===== config.mk =====
export PLATFORM = sky130hd
export DESIGN_NAME = cal_rtc_core
export DESIGN_NICKNAME = d
export VERILOG_FILES = /design/src/core/cal_pkg.sv /design/src/core/cal_rtc_core.sv /design/src/core/cal_edge_sync.sv
export SDC_FILE = /design/constraint.sdc
export NUM_CORES = 1
export LEC_CHECK = 0
export BUFFER_PORTS_ARGS = -buffer_cell sky130_fd_sc_hd__buf_4
export CORE_MARGIN = 3
export CORE_UTILIZATION = 50
export DETAILED_ROUTE_END_ITERATION = 8
export HOLD_SLACK_MARGIN = 0.1
export PLACE_DENSITY_LB_ADDON = 0.25
export RECOVER_POWER = 50
export SYNTH_ARGS = -nofsm -noshare
export SYNTH_HDL_FRONTEND = slang
export SYNTH_SLANG_ARGS = --single-unit

===== constraint.sdc =====
create_clock -name clk -period 4.6 [get_ports clk]
set_input_delay 1.15 -clock clk [delete_from_list [all_inputs] [get_ports clk]]
set_output_delay 1.15 -clock clk [all_outputs]
set_load 0.05 [all_outputs]

===== src/core/cal_pkg.sv =====
// Purpose: Shared constants and types for the calendar real-time counter
// Assumes: Registers are 8 bits wide, one per 32-bit Avalon word
// Notes: Register offsets are word indexes; byte address is four times the index
package cal_pkg;
  // Register indexes
  localparam logic [3:0] IDX_ENABLE = 4'h0;
  localparam logic [3:0] IDX_CLOCK_SEL = 4'h1;
  localparam logic [3:0] IDX_PROTECT = 4'h2;
  localparam logic [3:0] IDX_IRQ_EN = 4'h3;
  localparam logic [3:0] IDX_STATUS = 4'h4;
  localparam logic [3:0] IDX_DRIFT = 4'h5;
  localparam logic [3:0] IDX_MOD_HI = 4'h6;
  localparam logic [3:0] IDX_MOD_LO = 4'h7;
  localparam logic [3:0] IDX_CNT_HI = 4'h8;
  localparam logic [3:0] IDX_CNT_LO = 4'h9;
  localparam logic [3:0] IDX_SECONDS = 4'hD;
  localparam logic [3:0] IDX_MINUTES = 4'hE;
  localparam logic [3:0] IDX_HOURS = 4'hF;
  // Field positions
  localparam int BIT_COUNTER_ENABLE = 7;
  localparam int BIT_DRIFT_ENABLE = 1;
  localparam int BIT_HALT_DEBUG = 3;
  localparam int BIT_TRIM_SEL = 1;
  localparam int KEY_HI = 7;
  localparam int KEY_LO = 6;
  localparam int BIT_HOUR = 5;
  localparam int BIT_MINUTE = 4;
  localparam int BIT_SECOND = 3;
  localparam int BIT_DRIFT_EV = 2;
  localparam int BIT_TIMEBASE = 0;
  // Writable bits of event enables and flags
  localparam logic [7:0] EVENT_MASK = 8'h3D;
  localparam logic [7:0] REG_RESET = 8'h00;
  // Tick source codes
  localparam logic [1:0] SRC_MAIN = 2'h0;
  localparam logic [1:0] SRC_SLOW = 2'h1;
  localparam logic [1:0] SRC_RC = 2'h2;
  // Main crystal post divider: 1 MHz down to 31.25 kHz
  localparam logic [4:0] MAIN_POST_LAST = 5'h1F;
  // Calendar limits
  localparam logic [5:0] SEC_LAST = 6'h3B;
  localparam logic [5:0] MIN_LAST = 6'h3B;
  localparam logic [5:0] HOUR_LAST = 6'h17;
  // Write lock key codes
  localparam logic [1:0] KEY_ARM = 2'h2;
  localparam logic [1:0] KEY_STEP0 = 2'h0;
  localparam logic [1:0] KEY_STEP1 = 2'h1;
  localparam logic [1:0] KEY_STEP2 = 2'h3;
  typedef enum logic [1:0] {
    BUS_IDLE = 2'b01,
    BUS_ACK = 2'b10
  } cal_bus_type;
  typedef enum logic [5:0] {
    LK_OPEN = 6'b000001,
    LK_ARMING = 6'b000010,
    LK_LOCKED = 6'b000100,
    LK_UN1 = 6'b001000,
    LK_UN2 = 6'b010000,
    LK_UN3 = 6'b100000
  } cal_lock_type;
endpackage : cal_pkg


===== src/core/cal_rtc_core.sv =====
// Purpose: Calendar real-time counter with drift correction and Avalon-MM registers
// Assumes: 20 MHz clk; crystal and RC clocks are sampled, not used as clocks
// Notes: Main crystal above 10 MHz aliases when sampled; trade for a single domain
// Operation
// - Source from main or slow crystal
// - Main crystal divided by prescale setting
// - Internal RC clock is third source
// - Source clock forwarded to LCD logic
// - Trim clock output for timer, pin
// - Counter keeps running in wait mode
// - Counter keeps running in stop mode
// - Enabled interrupt wakes from stop, wait
// - Debug freeze halts per halt bit
// - Normal reset clears three registers only
// - Enable bit starts and stops counter
// - Drift correction enable bit
// - Locked enable register ignores writes
// - 16-bit counter, modulo in byte registers
// - Seconds, minutes, hours calendar registers
// - 1 Hz tick, optionally drift corrected
// - Unlocked after reset, key reads zero
// - Prescaled 1 MHz divided by 32
//
// The Avalon-MM interface to the registers was chosen for this implementation.
`timescale 1ns/1ps
`default_nettype none
module cal_rtc_core
  import cal_pkg::*;
(
  // Clock and resets
  input wire logic clk,
  input wire logic rst_n,
  input wire logic por_n,
  // Avalon-MM slave
  input wire logic [5:0] avs_address,
  input wire logic avs_read,
  input wire logic avs_write,
  input wire logic [31:0] avs_writedata,
  input wire logic [3:0] avs_byteenable,
  output logic [31:0] avs_readdata,
  output logic avs_waitrequest,
  // Source clocks
  input wire logic main_crystal_clock,
  input wire logic slow_crystal_clock,
  input wire logic internal_rc_clock,
  // System state
  input wire logic debug_freeze,
  // Clock and event outputs
  output logic counter_source_clock,
  output logic trim_reference_output,
  output logic irq_request
);
  function automatic logic wr_hit(input logic go, input logic [3:0] a, input logic [3:0] r);
    wr_hit = go && (a == r);
  endfunction : wr_hit

  // Carry in bit 6, next value below
  function automatic logic [6:0] step6(input logic [5:0] v, input logic [5:0] last);
    step6 = (v >= last) ? 7'h40 : {1'h0, v + 6'h01};
  endfunction : step6

  logic por_rst;
  logic any_rst;
  assign por_rst = !por_n;
  assign any_rst = !por_n || !rst_n;

  logic main_rise;
  logic slow_level;
  logic slow_rise;
  logic rc_level;
  logic rc_rise;

  cal_edge_sync u_main_sync (.clk(clk), .rst_n(por_n), .async_in(main_crystal_clock),
    .level(), .rise(main_rise));
  cal_edge_sync u_slow_sync (.clk(clk), .rst_n(por_n), .async_in(slow_crystal_clock),
    .level(slow_level), .rise(slow_rise));
  cal_edge_sync u_rc_sync (.clk(clk), .rst_n(por_n), .async_in(internal_rc_clock),
    .level(rc_level), .rise(rc_rise));

  // Bus slave: one wait state on every access
  cal_bus_type bus_state;
  cal_bus_type next_bus_state;
  logic [31:0] next_readdata;
  logic [3:0] idx;
  logic [7:0] wdat;
  logic [7:0] rd_mux;
  logic wr_go;

  assign idx = avs_address[5:2];
  assign wdat = avs_writedata[7:0];
  assign wr_go = avs_write && (bus_state == BUS_ACK) && avs_byteenable[0] && rst_n;
  assign avs_waitrequest = (avs_read || avs_write) && (bus_state == BUS_IDLE);

  always_comb begin
    case (bus_state)
      BUS_IDLE: next_bus_state = (avs_read || avs_write) ? BUS_ACK : BUS_IDLE;
      BUS_ACK: next_bus_state = BUS_IDLE;
      default: next_bus_state = BUS_IDLE;
    endcase
    next_readdata = avs_readdata;
    if (bus_state == BUS_IDLE && avs_read) begin
      next_readdata = {24'h000000, rd_mux};
    end
  end

  always_ff @(posedge clk) begin
    if (any_rst) begin
      bus_state <= BUS_IDLE;
      avs_readdata <= 32'h00000000;
    end else begin
      bus_state <= next_bus_state;
      avs_readdata <= next_readdata;
    end
  end

  // Power-on domain state
  logic counter_enable_bit;
  logic drift_correction_enable;
  logic [1:0] tick_source_select;
  logic [3:0] main_osc_prescale;
  logic [7:0] drift_correction_value;
  logic [15:0] modulo;
  logic [15:0] count;
  logic [5:0] seconds;
  logic [5:0] minutes;
  logic [4:0] hours;
  logic [3:0] ps_cnt;
  logic [4:0] post_cnt;
  logic next_counter_enable_bit;
  logic next_drift_correction_enable;
  logic [1:0] next_tick_source_select;
  logic [3:0] next_main_osc_prescale;
  logic [7:0] next_drift_correction_value;
  logic [15:0] next_modulo;
  logic [15:0] next_count;
  logic [5:0] next_seconds;
  logic [5:0] next_minutes;
  logic [4:0] next_hours;
  logic [3:0] next_ps_cnt;
  logic [4:0] next_post_cnt;
  logic next_trim_reference_output;
  // Normal domain state
  cal_lock_type key_state;
  cal_lock_type next_key_state;
  logic halt_in_debug;
  logic trim_output_select;
  logic [7:0] irq_en;
  logic [7:0] flags;
  logic next_halt_in_debug;
  logic next_trim_output_select;
  logic [7:0] next_irq_en;
  logic [7:0] next_flags;
  logic next_irq_request;
  // Tick path
  logic mhz_tick;
  logic src_tick;
  logic src_level;
  logic run;
  logic comp_period;
  logic [15:0] terminal;
  logic sec_tick;
  logic min_tick;
  logic hour_tick;
  logic drift_tick;
  logic hz_level;
  logic [6:0] sec_step;
  logic [6:0] min_step;
  logic [6:0] hr_step;
  logic [1:0] key;
  logic [7:0] events;
  logic [7:0] clear;

  always_comb begin
    next_ps_cnt = ps_cnt;
    next_post_cnt = post_cnt;
    mhz_tick = 1'h0;
    if (main_rise) begin
      if (ps_cnt >= main_osc_prescale) begin
        next_ps_cnt = 4'h0;
        mhz_tick = 1'h1;
      end else begin
        next_ps_cnt = ps_cnt + 4'h1;
      end
    end
    if (mhz_tick) begin
      next_post_cnt = post_cnt + 5'h01;
    end
    case (tick_source_select)
      SRC_MAIN: begin
        src_tick = mhz_tick && (post_cnt == MAIN_POST_LAST);
        src_level = post_cnt[4];
      end
      SRC_SLOW: begin
        src_tick = slow_rise;
        src_level = slow_level;
      end
      SRC_RC: begin
        src_tick = rc_rise;
        src_level = rc_level;
      end
      default: begin
        src_tick = 1'h0;
        src_level = 1'h0;
      end
    endcase
    // Nothing here depends on wait or stop; only enable and debug gate it
    run = counter_enable_bit && !(debug_freeze && halt_in_debug);
    // The correction lands once a minute so its effect is averaged
    comp_period = drift_correction_enable && (seconds == 6'h00);
    terminal = comp_period
      ? modulo + {{8{drift_correction_value[7]}}, drift_correction_value} : modulo;
    // Compare with >= so a smaller modulo written late cannot run away
    sec_tick = run && src_tick && (count >= terminal);
    next_count = count;
    if (run && src_tick) begin
      next_count = sec_tick ? 16'h0000 : count + 16'h0001;
    end
    drift_tick = sec_tick && comp_period;
    hz_level = count < {1'h0, terminal[15:1]};
    sec_step = step6(seconds, SEC_LAST);
    min_step = step6(minutes, MIN_LAST);
    hr_step = step6({1'h0, hours}, HOUR_LAST);
    min_tick = sec_tick && sec_step[6];
    hour_tick = min_tick && min_step[6];
  end

  always_comb begin
    next_counter_enable_bit = counter_enable_bit;
    next_drift_correction_enable = drift_correction_enable;
    next_tick_source_select = tick_source_select;
    next_main_osc_prescale = main_osc_prescale;
    next_drift_correction_value = drift_correction_value;
    next_modulo = modulo;
    next_seconds = seconds;
    next_minutes = minutes;
    next_hours = hours;
    if (sec_tick) begin
      next_seconds = sec_step[5:0];
    end
    if (min_tick) begin
      next_minutes = min_step[5:0];
    end
    if (hour_tick) begin
      next_hours = hr_step[4:0];
    end
    if (wr_hit(wr_go, idx, IDX_ENABLE) && key_state == LK_OPEN) begin
      next_counter_enable_bit = wdat[BIT_COUNTER_ENABLE];
      next_drift_correction_enable = wdat[BIT_DRIFT_ENABLE];
    end
    if (wr_hit(wr_go, idx, IDX_CLOCK_SEL)) begin
      next_tick_source_select = wdat[7:6];
      next_main_osc_prescale = wdat[3:0];
    end
    if (wr_hit(wr_go, idx, IDX_DRIFT)) begin
      next_drift_correction_value = wdat;
    end
    if (wr_hit(wr_go, idx, IDX_MOD_HI)) begin
      next_modulo[15:8] = wdat;
    end
    if (wr_hit(wr_go, idx, IDX_MOD_LO)) begin
      next_modulo[7:0] = wdat;
    end
    // Software writes win over a tick in the same cycle
    if (wr_hit(wr_go, idx, IDX_SECONDS)) begin
      next_seconds = wdat[5:0];
    end
    if (wr_hit(wr_go, idx, IDX_MINUTES)) begin
      next_minutes = wdat[5:0];
    end
    if (wr_hit(wr_go, idx, IDX_HOURS)) begin
      next_hours = wdat[4:0];
    end
    // The LCD source also feeds the trim output unless trim select picks the 1 Hz level
    next_trim_reference_output = trim_output_select ? hz_level : src_level;
  end

  always_ff @(posedge clk) begin
    if (por_rst) begin
      counter_enable_bit <= 1'h0;
      drift_correction_enable <= 1'h0;
      tick_source_select <= SRC_MAIN;
      main_osc_prescale <= 4'h0;
      drift_correction_value <= REG_RESET;
      modulo <= 16'h0000;
      count <= 16'h0000;
      seconds <= 6'h00;
      minutes <= 6'h00;
      hours <= 5'h00;
      ps_cnt <= 4'h0;
      post_cnt <= 5'h00;
      counter_source_clock <= 1'h0;
      trim_reference_output <= 1'h0;
    end else begin
      counter_enable_bit <= next_counter_enable_bit;
      drift_correction_enable <= next_drift_correction_enable;
      tick_source_select <= next_tick_source_select;
      main_osc_prescale <= next_main_osc_prescale;
      drift_correction_value <= next_drift_correction_value;
      modulo <= next_modulo;
      count <= next_count;
      seconds <= next_seconds;
      minutes <= next_minutes;
      hours <= next_hours;
      ps_cnt <= next_ps_cnt;
      post_cnt <= next_post_cnt;
      counter_source_clock <= src_level;
      trim_reference_output <= next_trim_reference_output;
    end
  end

  // Write lock, status flags and request
  always_comb begin
    key = wdat[KEY_HI:KEY_LO];
    next_key_state = key_state;
    next_halt_in_debug = halt_in_debug;
    next_trim_output_select = trim_output_select;
    next_irq_en = irq_en;
    if (wr_hit(wr_go, idx, IDX_PROTECT)) begin
      next_halt_in_debug = wdat[BIT_HALT_DEBUG];
      next_trim_output_select = wdat[BIT_TRIM_SEL];
      case (key_state)
        LK_OPEN: next_key_state = (key == KEY_ARM) ? LK_ARMING : LK_OPEN;
        LK_ARMING: next_key_state = (key == KEY_ARM) ? LK_LOCKED : LK_OPEN;
        LK_LOCKED: next_key_state = (key == KEY_STEP0) ? LK_UN1 : LK_LOCKED;
        LK_UN1: next_key_state = (key == KEY_STEP1) ? LK_UN2 : LK_LOCKED;
        LK_UN2: next_key_state = (key == KEY_STEP2) ? LK_UN3 : LK_LOCKED;
        LK_UN3: next_key_state = (key == KEY_ARM) ? LK_OPEN : LK_LOCKED;
        default: next_key_state = LK_OPEN;
      endcase
    end
    if (wr_hit(wr_go, idx, IDX_IRQ_EN)) begin
      next_irq_en = wdat & EVENT_MASK;
    end
    events = 8'h00;
    events[BIT_HOUR] = hour_tick;
    events[BIT_MINUTE] = min_tick;
    events[BIT_SECOND] = sec_tick;
    events[BIT_DRIFT_EV] = drift_tick;
    events[BIT_TIMEBASE] = sec_tick;
    clear = wr_hit(wr_go, idx, IDX_STATUS) ? (wdat & EVENT_MASK) : 8'h00;
    // A new event beats a clear in the same cycle
    next_flags = (flags & ~clear) | events;
    next_irq_request = |(next_flags & irq_en);
  end

  always_ff @(posedge clk) begin
    if (any_rst) begin
      key_state <= LK_OPEN;
      halt_in_debug <= 1'h0;
      trim_output_select <= 1'h0;
      irq_en <= REG_RESET;
      flags <= REG_RESET;
      irq_request <= 1'h0;
    end else begin
      key_state <= next_key_state;
      halt_in_debug <= next_halt_in_debug;
      trim_output_select <= next_trim_output_select;
      irq_en <= next_irq_en;
      flags <= next_flags;
      irq_request <= next_irq_request;
    end
  end

  always_comb begin
    case (idx)
      IDX_ENABLE: rd_mux = {counter_enable_bit, 5'h00, drift_correction_enable, 1'h0};
      IDX_CLOCK_SEL: rd_mux = {tick_source_select, 2'h0, main_osc_prescale};
      IDX_PROTECT: rd_mux = {4'h0, halt_in_debug, 1'h0, trim_output_select, 1'h0};
      IDX_IRQ_EN: rd_mux = irq_en;
      IDX_STATUS: rd_mux = flags;
      IDX_DRIFT: rd_mux = drift_correction_value;
      IDX_MOD_HI: rd_mux = modulo[15:8];
      IDX_MOD_LO: rd_mux = modulo[7:0];
      IDX_CNT_HI: rd_mux = count[15:8];
      IDX_CNT_LO: rd_mux = count[7:0];
      IDX_SECONDS: rd_mux = {2'h0, seconds};
      IDX_MINUTES: rd_mux = {2'h0, minutes};
      IDX_HOURS: rd_mux = {3'h0, hours};
      default: rd_mux = 8'h00;
    endcase
  end
endmodule : cal_rtc_core
`default_nettype wire


===== src/core/cal_edge_sync.sv =====
// Purpose: Brings a foreign clock into clk as a level and a rising-edge pulse
// Assumes: Input toggles slower than half of clk
// Notes: Two flops before any logic; the edge detector compares the second with a third flop
`timescale 1ns/1ps
`default_nettype none
module cal_edge_sync (
  // Clock and reset
  input wire logic clk,
  input wire logic rst_n,
  // Foreign level
  input wire logic async_in,
  // Synchronised view
  output logic level,
  output logic rise
);
  logic meta;
  logic prev;
  logic next_meta;
  logic next_level;
  logic next_prev;

  always_comb begin
    next_meta = async_in;
    next_level = meta;
    next_prev = level;
  end

  always_ff @(posedge clk) begin
    if (!rst_n) begin
      meta <= 1'h0;
      level <= 1'h0;
      prev <= 1'h0;
    end else begin
      meta <= next_meta;
      level <= next_level;
      prev <= next_prev;
    end
  end

  assign rise = level && !prev;
endmodule : cal_edge_sync
`default_nettype wire


== Word level (Yosys, flattened, before mapping) ==
Cells that the tools add are included.
Word-level totals
  register bits after elaboration: 117
  output and inout port bits: 36
  logic and storage cells: 149
Cells by class
  add/sub/neg operators: 7
  magnitude comparators: 6
  equality and inequality tests: 26
  mux-type cells: 27
  bitwise gates (word level): 5
  reduce and logical (&&, ||, !) cells: 46
Operator list (count)
  case mux 8 bit (13 select lines): 1
  two-way mux 6 bit: 6
  case mux 6 bit (6 select lines): 1
  two-way mux 16 bit: 2
  logical AND 1 bit: 29
  == test 4 bit (second input constant): 5
  two-way mux 5 bit: 4
  adder 16 x 1 -> 16 bit (second input constant): 1
  adder 16 bit: 1
  == test 4 x 3 -> 1 bit (second input constant): 4
  greater-or-equal comparator 16 bit: 1
  < comparator 16 x 15 -> 1 bit: 1
  two-way mux 7 bit: 2
  adder 6 x 1 -> 6 bit (second input constant): 2
  greater-or-equal comparator 6 bit (second input constant): 2
  adder 5 x 1 -> 5 bit (second input constant): 2
  AND 8 x 6 -> 8 bit: 1
  AND 8 bit: 1
  == test 2 bit (second input constant): 4
  == test 4 x 2 -> 1 bit (second input constant): 2
  two-way mux 4 bit: 2
  NOT 6 -> 8 bit: 1
  bitwise OR 8 x 6 -> 8 bit: 1
  OR reduction 8 bit: 1
  24 further kinds: 40

== Logic depth before layout (Yosys ltp) ==
Gate-level depths: netlist of run 1.
  word-level depth: 12
  depth in mapped cells: 21

== By module ==
Synthesis of run 1 repeated with hierarchy kept, for this count alone.
Second synthesis, totals
  cell total of the unflattened synthesis: 947
  area total of the unflattened synthesis: 7577.3 sq um
Modules (own cells, without submodules)
  cal_rtc_core: times used 1, cells each 926, area an instance 7299.5 sq um, sequential area each 2102.0 sq um
  cal_edge_sync: times used 3, cells each 7, area an instance 92.6 sq um, sequential area each 60.1 sq um

== Least setup slack after synthesis of run 1 ==
OpenSTA, ideal clock, no wires.
  kind: register to register
  start point: register drift_correction_value[7]
  end point: register minutes[1]
  library setup time: 0.130 ns
  arrival: 4.124 ns
  data required time: 4.470 ns
  slack: 0.345 ns
  stages on the path, launching flop included: 20
  buffers on the path: 1
  clock period less this slack: 4.255 ns
  cell sequence: dfxtp_1 > ha_1 > a21o_1 > a211oi_1 > o22a_1 > a21boi_0 > o21ai_0 > a21oi_1 > o21ai_0 > mux2_2 > a211oi_1 > ha_1 > nand2_1 > o21ai_0 > o21a_1 > a32o_1 > or2_1 > clkbuf_1 > a32oi_1 > a21oi_1
Between the ends
  cells in the longest elaborated chain, start to end: 6
RTL lines
  from (decl): RTL line cal_rtc_core.sv:121  | logic [7:0] drift_correction_value;
  from (signal assigned): RTL line cal_rtc_core.sv:298  | drift_correction_value <= next_drift_correction_value;
  adder 16 bit: RTL line cal_rtc_core.sv:211  | ? modulo + {{8{drift_correction_value[7]}}, drift_correction_value} : modulo;
  two-way mux 16 bit: RTL line cal_rtc_core.sv:211
  greater-or-equal comparator 16 bit: RTL line cal_rtc_core.sv:213  | sec_tick = run && src_tick && (count >= terminal);
  logical AND 1 bit: RTL line cal_rtc_core.sv:213
  logical AND 1 bit: RTL line cal_rtc_core.sv:223  | min_tick = sec_tick && sec_step[6];
  nonzero test 2 bit (no source line)
  to (signal assigned): RTL line cal_rtc_core.sv:302  | minutes <= next_minutes;
  to (decl): RTL line cal_rtc_core.sv:125  | logic [5:0] minutes;
No other way between the ends.
A chain may end at the register's enable or synchronous reset.

== Final worst setup path of run 1 ==
  start point: register drift_correction_value[0]
  end point: register hours[2]
Between the ends
  cells in the longest elaborated chain, start to end: 7
RTL lines
  adder 16 bit: RTL line cal_rtc_core.sv:211
  two-way mux 16 bit: RTL line cal_rtc_core.sv:211
  greater-or-equal comparator 16 bit: RTL line cal_rtc_core.sv:213
  logical AND 1 bit: RTL line cal_rtc_core.sv:213
  logical AND 1 bit: RTL line cal_rtc_core.sv:223
  logical AND 1 bit: RTL line cal_rtc_core.sv:224  | hour_tick = min_tick && min_step[6];
  nonzero test 2 bit (no source line)
  to (signal assigned): RTL line cal_rtc_core.sv:303  | hours <= next_hours;
  to (decl): RTL line cal_rtc_core.sv:126  | logic [4:0] hours;
No other way between the ends.

==> results of run 1 <==
worst min path at each step:
stage                             end  slack (ps)  depth (start not counted)
floorplan           u_main_sync.level         410                          1
global placement    u_slow_sync.level         410                          1
detailed placement  u_main_sync.level         420                          1
CTS                 u_slow_sync.level         430                          1
global route        u_slow_sync.level         440                          1
finish              u_slow_sync.level         430                          1
what timing repair did:
| item | in CTS | in global routing |
|---|---|---|
| endpoints found under the setup margin | 38 | 39 |
| buffers inserted | 0 | 3 |
| endpoints found under the hold margin | 0 | 0 |
| resized for setup | 5 | 15 |
| gates cloned | 0 | 1 |
| pin swaps | 0 | 7 |
final cells by class:
| class | count | area (um^2) |
|---|---|---|
| clock buffer | 21 | 460 |
| clock inverter | 11 | 178 |
| tap | 180 | 225 |
| sequential | 114 | 2280 |
| inverter | 20 | 75.1 |
| fill | 1311 | 5650 |
| timing repair buffer | 66 | 457 |
| multi-input combinational | 737 | 4820 |
power breakdown:
| part | total [mW] | internal, mW | switching, mW |
|---|---|---|---|
| combinational | 0.157 | 0.0320 | 0.125 |
| sequential | 0.996 | 0.993 | 0.00288 |
| clock | 1.43 | 0.939 | 0.491 |
| total | 2.58 | 1.96 | 0.619 |
routing by layer:
metal | up-vias | global-route usage
met3 | 65 | 0.0677
met4 | 0 | 0.102
met1 | 3272 | 0.338
met2 | 319 | 0.404
li1 | 3376 | -
met5 | - | 0
stage by stage:
stage	area (um^2)	TNS [ps]
after floorplan	7470	0
after global placement	7820	-2190
after detailed placement	7820	-4940
after CTS	8470	0
after global routing	8500	-225
final	8500	0
worst register-to-register path, stage by stage (launching register included):
cell and delay [ps]:
dfxtp_1 310, ha_1 220, fa_2 360, a211oi_2 190, nor2_1 110, o21ai_2 190, a21boi_0 150, o21ai_1 230
a21oi_1 110, o21ai_1 140, mux2_2 350, a211oi_2 190, ha_1 160, nand2_1 80, nor3_2 210, o21a_1 180
a32o_2 280, nor2_4 110, buf_12 140, or4_1 510, a31oi_1 180
cells by family after synthesis:
family | share of synthesized area
mux | 0.0866
flops | 0.309
fa+ha+maj | 0.0939
other cells | 0.000508
compound gates | 0.199
xor+xnor | 0.0344
simple gates | 0.221
buf+inv | 0.0558
registers in the layout, summed over array words and instances, names as in the netlist, 2 cells and up:
name and flops:
post_cnt 5, bus_state 2, hours 5, avs_readdata 8
tick_source_select 2, drift_correction_value 8, irq_en 5, count 16
minutes 6, flags 5, seconds 6, main_osc_prescale 4
key_state 6, ps_cnt 4, modulo 16
cells in the final DEF, fill, tap and decap left out, types with 15 or more instances in the layout:
cell type  instances
a21oi_1           48
a31oi_1           21
buf_4             48
clkbuf_1          16
clkbuf_16         17
conb_1            24
dfxtp_1          113
ha_1              53
inv_1             19
mux2i_1           56
nand2_1           72
nand3_1           32
nor2_1           135
o21ai_0           41
xor2_1            15
==> summary.txt, run 1 <==
Worst Path Buf+Inv -> 1
Fin crit period -> 4460 ps
Total power -> 2.58 mW
Slew HR -> -0.366
Fin nets -> 1061
Most common cell in the netlist -> nor2_1
Seq/Total Area, Yosys -> 0.309
Critical Path Fanout Max -> 6
R2R setup slack -> 140 ps
DR WL met3 -> 1880 um
Fin crit share -> 0.970
Delay-heaviest family, CP -> compound AO/OA/AOI/OAI gates
DR WL met2 -> 9560 um
Largest net degree at the start of global routing -> 44
Worst EP arrival -> 4810 ps
Max Clock Skew -> 8.38 ps
Vias -> 7032
Die height -> 127 um
Area leader, netlist -> dfxtp_1
Post-Place Worst Slack -> -232 ps
Most instantiated cells after synthesis -> nor2_1, dfxtp_1, nand2_1
Worst Tran Pin Value -> 2050 ps
Cell Rows -> 43
Critical path endpoint -> hours[2]
Area share of the largest cell type after synthesis -> 0.309
Top cells by area, synth -> dfxtp_1, ha_1, mux2i_1
Critical Path Stages -> 20
Share of layout cells above drive strength 1 -> 0.109
Synth Register Bits -> 114
Critical path cell sequence -> ha_1 > fa_2 > a211oi_2 > nor2_1 > o21ai_2 > a21boi_0 > o21ai_1 > a21oi_1 > o21ai_1 > mux2_2 > a211oi_2 > ha_1 > nand2_1 > nor3_2 > o21a_1 > a32o_2 > nor2_4 > buf_12 > or4_1 > a31oi_1
Post-Syn Area -> 7380 um^2
Synth async-reset ratio -> 0
Synthesis warning total -> 0
Worst vdd ir -> 0.000230 V
Initial antenna violation count -> 0
Max frequency -> 224 MHz
Top FF cell, synth -> dfxtp_1
Iteration-0 DRC Markers -> 695
Die area -> 16300 um^2
R2R Path End -> hours[2]
Max Used Layer -> met4
PortBufs -> 33
Yosys cell types -> 75
Vias in the first global route -> 6330
Hold_ws -> 430 ps
Final ANT Viol Nets -> 0
CP startpoint -> drift_correction_value[0]
CTS clk-pin slew, worst paths -> 60 ps
Detail Placement HPWL -> 14800 um
Starting Density -> 0.522
All-Layer GR Usage -> 0.257
H-tree lvl count -> 4
Core ar. -> 14100 um^2
Clock Tree Root -> clkbuf_16
WL final -> 21100 um
Crit Path Class -> reg2reg
Cts hold-fix bufs -> 0
Syn Inst Count -> 912
Failing checks -> capacitance limit, slew limit
Post-synth EDFFs -> 0
Die X -> 127 um
Setup WS post-layout -> 137 ps
Hold path startpoint -> u_slow_sync.meta
Final Wtd Congestion -> 0.950
Hold Crit Class -> reg2reg
Power Dens Cells -> 304 nW/um^2
Drt wl/cell -> 18.4 um
Inst Count DP -> 1113
TritonCTS clock tree -> done
Outcome -> finished with violations
Max Cap Viol -> 2
Final Max Tran Viols -> 77
M1 WL -> 9030 um
Global-route wire length before repair -> 33000 um
Gr ovfl total -> 0
Via/cell ratio -> 6.12
Worst Path Required -> 4950 ps
First drt pass iteration count -> 6
Clock Latency Late Sink -> 420 ps
Fin util -> 0.601
Slowest cell on crit path -> or4_1
Final Hold Fails -> 0
Clk buf depth -> 2
# IOs -> 87
# DRC -> 0
Layout Area Growth over Synthesis -> 15.2%
Crit. End Element -> register
Finished Layout Cells -> 1149
# diodes -> 0
TritonCTS buffer count -> 17
R2R depth -> 20
Mean Syn Cell Area -> 8.09 um^2
Startpoint types -> register
Worst r2r src -> drift_correction_value[0]
Slowest stage delay, CP -> 510 ps
Total leakage power -> 3.54 nW
TritonCTS Sinks -> 114
Final setup fails -> 0
No activity file was read; power rests on OpenSTA's default activity.
==> run 2: changes to the inputs <==
--- a/config.mk
+++ b/config.mk
@@ -5,9 +5,12 @@
 export SDC_FILE = /design/constraint.sdc
 export NUM_CORES = 1
 export LEC_CHECK = 0
+export ABC_AREA = 1
+export ABC_CLOCK_PERIOD_IN_PS = 4600
 export BUFFER_PORTS_ARGS = -buffer_cell sky130_fd_sc_hd__buf_4
 export CORE_MARGIN = 3
 export CORE_UTILIZATION = 50
+export CTS_BUF_LIST = sky130_fd_sc_hd__clkbuf_16
 export DETAILED_ROUTE_END_ITERATION = 8
 export HOLD_SLACK_MARGIN = 0.1
 export PLACE_DENSITY_LB_ADDON = 0.25
==> run 2 against run 1 <==
  * The run now ends clean
  * Cell area fell by 6.3%
  * Cell count rose by 7.6%
  * Routed wire length fell by 8.9%
  * Largest cell class unchanged
  * Largest power group unchanged
  * Highest routed layer unchanged
==> summary.txt, run 2 <==
Share of layout cells above drive strength 1 -> 0.0774 (-0.0320)
Slew HR -> 0.296 (+0.663)
Final setup fails -> 0 (unchanged)
Die X -> 125 um (-1.9%)
Final Wtd Congestion -> 0.916 (-3.6%)
Largest net degree at the start of global routing -> 52 (+18%)
Most frequent cells in the layout -> nand2_1, dfxtp_1, inv_1
Slowest cell on crit path -> dfxtp_1
Most common cell in the netlist -> nand2_1
Fin nets -> 1152 (+8.6%)
Layout Area Growth over Synthesis -> 12.2%
Post-CTS setup buffers -> 0 (unchanged)
Final Hold Fails -> 0 (unchanged)
Outcome -> completed
Fin crit period -> 4180 ps (-287 ps)
Most instantiated cells after synthesis -> nand2_1, dfxtp_1, inv_1
Design area -> 7960 um^2 (-6.3%)
Most frequent CP cell -> nand2_1
Delay-heaviest family, CP -> simple AND/OR/NAND/NOR gates
Slowest stage delay, CP -> 490 ps (-20 ps)
Hold Crit Class -> reg2reg
Gr ovfl total -> 0 (unchanged)
R2R Path End -> count[5]
Post-Place Worst Slack -> 321 ps (+553 ps)
Final ANT Viol Nets -> 0 (unchanged)
CTS clk-pin slew, worst paths -> 60 ps (about the same)
Finished Layout Cells -> 1236 (+7.6%)
Seq/Total Area, Yosys -> 0.322 (+0.0125)
Worst vdd ir -> 0.000288 V (+25%)
# IOs -> 87 (unchanged)
Top FF cell, synth -> dfxtp_1
First drt pass iteration count -> 6 (unchanged)
Worst Hold Path Cells -> 2 (+1)
Global-route wire length before repair -> 30800 um (-6.5%)
R2R depth -> 23 (+15%)
Critical Path Fanout Max -> 13 (+7)
Top cells by area, synth -> dfxtp_1, nand2_1, ha_1
Setup TNS -> 0 ps (unchanged)
Power Dens Cells -> 312 nW/um^2 (+2.8%)
All-Layer GR Usage -> 0.243 (-0.0146)
Worst r2r src -> modulo[7]
PortBufs -> 33 (unchanged)
TritonCTS clock tree -> done
RSZ-0062 raised after global routing -> false
Clk buf depth -> 2 (unchanged)
Inst Count DP -> 1204 (+8.2%)
Detail Placement HPWL -> 14400 um (-2.7%)
# DRC -> 0 (unchanged)
Drt wl/cell -> 15.6 um (-15%)
Final Max Tran Viols -> 0 (-100%)
Syn Inst Count -> 1012 (+11%)
Crit Path Class -> reg2reg
Max Cap Viol -> 0 (-2)
Cell Rows -> 42 (-2.3%)
Vias -> 6890 (-2.0%)
Resized Gates After CTS -> 0 (-5)
Max Clock Skew -> 7.72 ps (-0.658 ps)
Hold Path Sink -> u_rc_sync.level
Worst Path Buf+Inv -> 2 (+1)
# diodes -> 0 (unchanged)
Most common cell after layout, fill and taps aside -> nand2_1
CP startpoint -> modulo[7]
Cts hold-fix bufs -> 0 (unchanged)
Startpoint types -> register
Area share of the largest cell type after synthesis -> 0.322 (+0.0125)
Max frequency -> 239 MHz (+6.9%)
Largest regs -> count x16, modulo x16
Hold path startpoint -> u_rc_sync.meta
Synthesis warning total -> 0 (unchanged)
Synth async-reset ratio -> 0 (unchanged)
Crit. End Element -> register
Worst Tran Pin Value -> 1050 ps (-998 ps)
Vias in the first global route -> 6308 (-0.35%)
Yosys cell types -> 52 (-31%)
Initial antenna violation count -> 0 (unchanged)
Iteration-0 DRC Markers -> 503 (-28%)
Via/cell ratio -> 5.57 (-8.9%)
H-tree lvl count -> 4 (unchanged)
Post-Syn Area -> 7090 um^2 (-3.9%)
Total leakage power -> 3.44 nW (-2.9%)
TritonCTS buffer count -> 17 (unchanged)
Area after DPL -> 7410 um^2 (-5.2%)
Area leader, netlist -> dfxtp_1
Total power -> 2.49 mW (-3.7%)
Synth Register Bits -> 114 (unchanged)
Die area -> 15700 um^2 (-3.7%)
Die height -> 125 um (-1.9%)
Clock Tree Root -> clkbuf_16
Worst Path Required -> 4940 ps (about the same)
Fin crit share -> 0.908 (-0.0624)
Core ar. -> 13600 um^2 (-4.2%)
R2R setup slack -> 420 ps (+290 ps)
Critical path cell sequence -> ha_1 > nand2_1 > inv_1 > a21oi_1 > nand3_1 > a21oi_1 > o21bai_1 > a21oi_1 > o21bai_1 > nand2_1 > nand2_1 > a21oi_1 > xor2_1 > nand2_1 > o21ai_0 > ha_1 > inv_1 > nor3_1 > a211oi_1 > nand2_4 > nand2_4 > nand2_1 > nor3b_1
Setup WS post-layout -> 424 ps (+287 ps)
Mean Syn Cell Area -> 7.01 um^2 (-13%)
Worst EP arrival -> 4510 ps (-300 ps)
Clock Latency Late Sink -> 420 ps (about the same)
Post-synth EDFFs -> 0 (unchanged)
Starting Density -> 0.523 (+0.00164)
TritonCTS Sinks -> 114 (unchanged)
WL final -> 19300 um (-8.9%)
## run 2: cell types whose count changed in the layout (fill, tap and decap cells not counted), moves of 11 or more
cell      change
o22ai_1      +15
o21ai_0      +39
nor2b_1      -11
nand2_1     +142
nor2_1       -47
inv_1        +93
a21oi_1      +62
mux2i_1      -55
buf_4        -28
a31oi_1      -17
and2_1       -11
a221oi_1     +14
## run 2: how the worst max path moves through the flow
stage          endpoint  slack (ps)  depth (start not counted)
2_1_floorplan  hours[2]        1070                         26
3_3_place_gp   count[5]         380                         23
3_5_place_dp   count[5]         320                         23
4_1_cts        count[5]         310                         23
5_1_grt        count[5]          20                         23
6_report       count[5]         420                         23
## run 2: area by class of cell
type                            count  area (um^2)
Multi-Input combinational cell    755         4170
Tap cell                          176          220
Clock inverter                     15          184
Sequential cell                   114         2280
Fill cell                        1307         5600
Timing Repair Buffer               36          214
Inverter                          123          464
Clock buffer                       17          425
## run 2: worst reg2reg max path, cell delays in order (launching register included)
cell and delay (ps):
dfxtp_1 490, ha_1 340, nand2_1 100, inv_1 40, a21oi_1 190, nand3_1 130
a21oi_1 150, o21bai_1 110, a21oi_1 140, o21bai_1 100, nand2_1 100, nand2_1 60
a21oi_1 160, xor2_1 160, nand2_1 70, o21ai_0 160, ha_1 320, inv_1 80
nor3_1 50, a211oi_1 320, nand2_4 110, nand2_4 140, nand2_1 310, nor3b_1 280
## run 2: power by group
part / switching, mW / internal, mW / total [mW]
clock: 0.498 / 0.856 / 1.35
sequential: 0.00381 / 0.995 / 0.999
combinational: 0.110 / 0.0244 / 0.135
## run 2: kinds of logic (layout without fill, tap and decap cells)
group,count (synthesis),after routing,share of synthesized area
other,1,24,0.000529
XOR/XNOR,21,21,0.0259
flip-flops,114,114,0.322
multiplexers,1,1,0.00141
AND/OR/NAND/NOR,400,400,0.250
AO/OA/AOI/OAI,255,255,0.202
adder cells (fa/ha/maj),54,54,0.0963
buffers and inverters,166,191,0.102
## run 2: through the flow
| step | hold WS, ps | utilization |
|---|---|---|
| floorplan | 390 | - |
| global placement | 398 | 0.547 |
| detailed placement | 397 | 0.547 |
| CTS | 412 | 0.592 |
| global route | 443 | 0.587 |
| finish | 412 | 0.587 |
## run 2: routing by layer
| layer | track usage | up-vias | routed length (um) |
|---|---|---|---|
| met2 | 0.371 | 279 | 8390 |
| li1 | - | 3458 | - |
| met3 | 0.0533 | 47 | 1730 |
| met5 | 0 | - | 0 |
| met4 | 0.104 | 0 | 541 |
| met1 | 0.332 | 3106 | 8610 |
==> run 3: changes to the inputs <==
--- a/config.mk
+++ b/config.mk
@@ -7,12 +7,11 @@
 export LEC_CHECK = 0
 export ABC_AREA = 1
 export ABC_CLOCK_PERIOD_IN_PS = 4600
-export BUFFER_PORTS_ARGS = -buffer_cell sky130_fd_sc_hd__buf_4
+export BUFFER_PORTS_ARGS = -buffer_cell sky130_fd_sc_hd__buf_2
 export CORE_MARGIN = 3
 export CORE_UTILIZATION = 50
 export CTS_BUF_LIST = sky130_fd_sc_hd__clkbuf_16
 export DETAILED_ROUTE_END_ITERATION = 8
-export HOLD_SLACK_MARGIN = 0.1
 export PLACE_DENSITY_LB_ADDON = 0.25
 export RECOVER_POWER = 50
 export SYNTH_ARGS = -nofsm -noshare
==> run 3 against run 2 <==
  * Cell area shrank 0.11%
  * Register-to-register slack about the same
  * Setup slack improved by 13 ps
  * Non-clock buffer count up 2
  * Highest routed layer unchanged
  * Combinational power is 4% lower
  * Die area unchanged
  * Fmax grew 0.32%
==> summary.txt, run 3 (synthesis gave the netlist of run 2 again) <==
Most common cell after layout, fill and taps aside -> nand2_1
Largest net degree at the start of global routing -> 52 (unchanged)
TritonCTS Sinks -> 114 (unchanged)
Resized Gates After CTS -> 0 (unchanged)
Die area -> 15700 um^2 (unchanged)
Gr ovfl total -> 0 (unchanged)
Max Clock Skew -> 6.23 ps (-1.50 ps)
Detail Placement HPWL -> 14400 um (about the same)
Core ar. -> 13600 um^2 (unchanged)
Clock Tree Root -> clkbuf_16
Busiest grt layer -> met2
Finished Layout Cells -> 1238 (+0.16%)
Final Max Tran Viols -> 0 (unchanged)
Layout Area Growth over Synthesis -> 12.1%
Largest regs -> count x16, modulo x16
Fin crit period -> 4160 ps (-13.5 ps)
# diodes -> 0 (unchanged)
WL final -> 19300 um (about the same)
All-Layer GR Usage -> 0.245 (+0.00206)
Final Wtd Congestion -> 0.945 (+3.2%)
Total power -> 2.54 mW (+2.1%)
Die height -> 125 um (unchanged)
Vias -> 6837 (-0.77%)
Setup TNS -> 0 ps (unchanged)
Sw frac -> 0.243 (-0.00359)
Fin nets -> 1154 (+0.17%)
Critical Path Fanout Max -> 13 (unchanged)
Met2 usage in global routing -> 0.371 (+0.000633)
Worst Path Required -> 4940 ps (about the same)
Vias in the first global route -> 6181 (-2.0%)
Worst Tran Pin Value -> 1000 ps (-51.8 ps)
Met1 usage -> 0.341 (+0.00969)
First drt pass iteration count -> 5 (-1)
NetSw -> 0.617 mW (+0.63%)
Initial antenna violation count -> 0 (unchanged)
TritonCTS clock tree -> done
Crit. End Element -> register
Most frequent cells in the layout -> nand2_1, dfxtp_1, inv_1
Worst EP arrival -> 4500 ps (about the same)
Worst vdd ir -> 0.000247 V (-14%)
Die X -> 125 um (unchanged)
Final Hold Fails -> 0 (unchanged)
Final setup fails -> 0 (unchanged)
Via/cell ratio -> 5.52 (-0.93%)
Total leakage power -> 3.44 nW (about the same)
Power Dens Cells -> 319 nW/um^2 (+2.2%)
Final ANT Viol Nets -> 0 (unchanged)
P_int -> 1.92 mW (+2.6%)
GRT met3 Usage -> 0.0640 (+0.0107)
Slew HR -> 0.331 (+0.0347)
Cts hold-fix bufs -> 0 (unchanged)
Combinational power share -> 0.051 (-0.003)
Clk buf depth -> 2 (unchanged)
Worst r2r src -> modulo[7]
Hold Crit Class -> reg2reg
PortBufs -> 33 (unchanged)
H-tree lvl count -> 4 (unchanged)
Sequential power share -> 0.393 (-0.008)
Startpoint types -> register
Hold path startpoint -> u_rc_sync.meta
Share of layout cells above drive strength 1 -> 0.0782 (+0.000796)
Crit Path Class -> reg2reg
TritonCTS buffer count -> 17 (unchanged)
Inst Count DP -> 1206 (+0.17%)
Global-route wire length before repair -> 31100 um (+0.83%)
Max Cap Viol -> 0 (unchanged)
Outcome -> completed
# IOs -> 87 (unchanged)
Clock Latency Late Sink -> 420 ps (about the same)
CP startpoint -> modulo[7]
CTS clk-pin slew, worst paths -> 60 ps (about the same)
Starting Density -> 0.523 (unchanged)
Clock Power Share -> 0.556 (+0.012)
Fin crit share -> 0.905 (-0.00293)
R2R setup slack -> 440 ps (about the same)
Drt wl/cell -> 15.6 um (-0.13%)
Post-CTS setup buffers -> 0 (unchanged)
Iteration-0 DRC Markers -> 578 (+15%)
Cell Rows -> 42 (unchanged)
Fillers -> 1311 (+0.31%)
RSZ-0062 raised after global routing -> false
Max frequency -> 240 MHz (+0.32%)
# DRC -> 0 (unchanged)
## run 3: changes by cell type in the layout (fill, tap and decap cells not counted), sizes merged
cell,previous run,this run
buf,20,23
clkinv,12,13
clkbuf,33,32
inv,120,118
bufinv,3,4
## run 3: cell type report
| class | count | area, um^2 | share of cell area |
|---|---|---|---|
| timing repair buffer | 38 | 181 | 0.0228 |
| sequential | 114 | 2280 | 0.287 |
| clock buffer | 17 | 425 | 0.0535 |
| multi-input combinational | 755 | 4170 | 0.524 |
| inverter | 123 | 464 | 0.0584 |
| tap | 176 | 220 | 0.0277 |
| clock inverter | 15 | 209 | 0.0263 |
## run 3: worst max-delay path: stages (launching register included)
cell	delay (ps)
dfxtp_1	470
ha_1	340
nand2_1	100
inv_1	40
a21oi_1	210
nand3_1	130
a21oi_1	160
o21bai_1	120
a21oi_1	140
o21bai_1	90
nand2_1	80
nand2_1	50
a21oi_1	140
xor2_1	150
nand2_1	50
o21ai_0	160
ha_1	340
inv_1	100
nor3_1	50
a211oi_1	320
nand2_4	110
nand2_4	140
nand2_1	300
nor3b_1	270
## run 3: power groups by stage
stage / Clock [mW] / Sequential (mW) / Combinational (mW)
global route: 1.47 / 0.999 / 0.140
detailed placement: 0 / 1.02 / 0.129
global placement: 0 / 1.02 / 0.128
finish: 1.41 / 0.999 / 0.130
CTS: 1.42 / 0.999 / 0.129
floorplan: 0 / 1.02 / 0.110
## run 3: final timing paths
kind                           to  depth (start not counted)
setup / recovery         count[5]                         23
hold / removal    u_rc_sync.level                          2
setup reg to reg         count[5]                         23
hold reg to reg   u_rc_sync.level                          2
## run 3: through the flow
stage                util  cell area (um^2)  hold slack, ps  setup WS (ps)
floorplan               -              7180             390           1070
global placement    0.542              7340             394            557
detailed placement  0.542              7340             398            491
CTS                 0.588              7980             411            441
global route        0.587              7950             448            114
finish              0.587              7950             413            437
## run 3: per-layer routing
layer	up-vias	share of wire
li1	3443	-
met1	3056	0.45
met2	290	0.44
met3	48	0.093
met4	0	0.023
met5	-	0
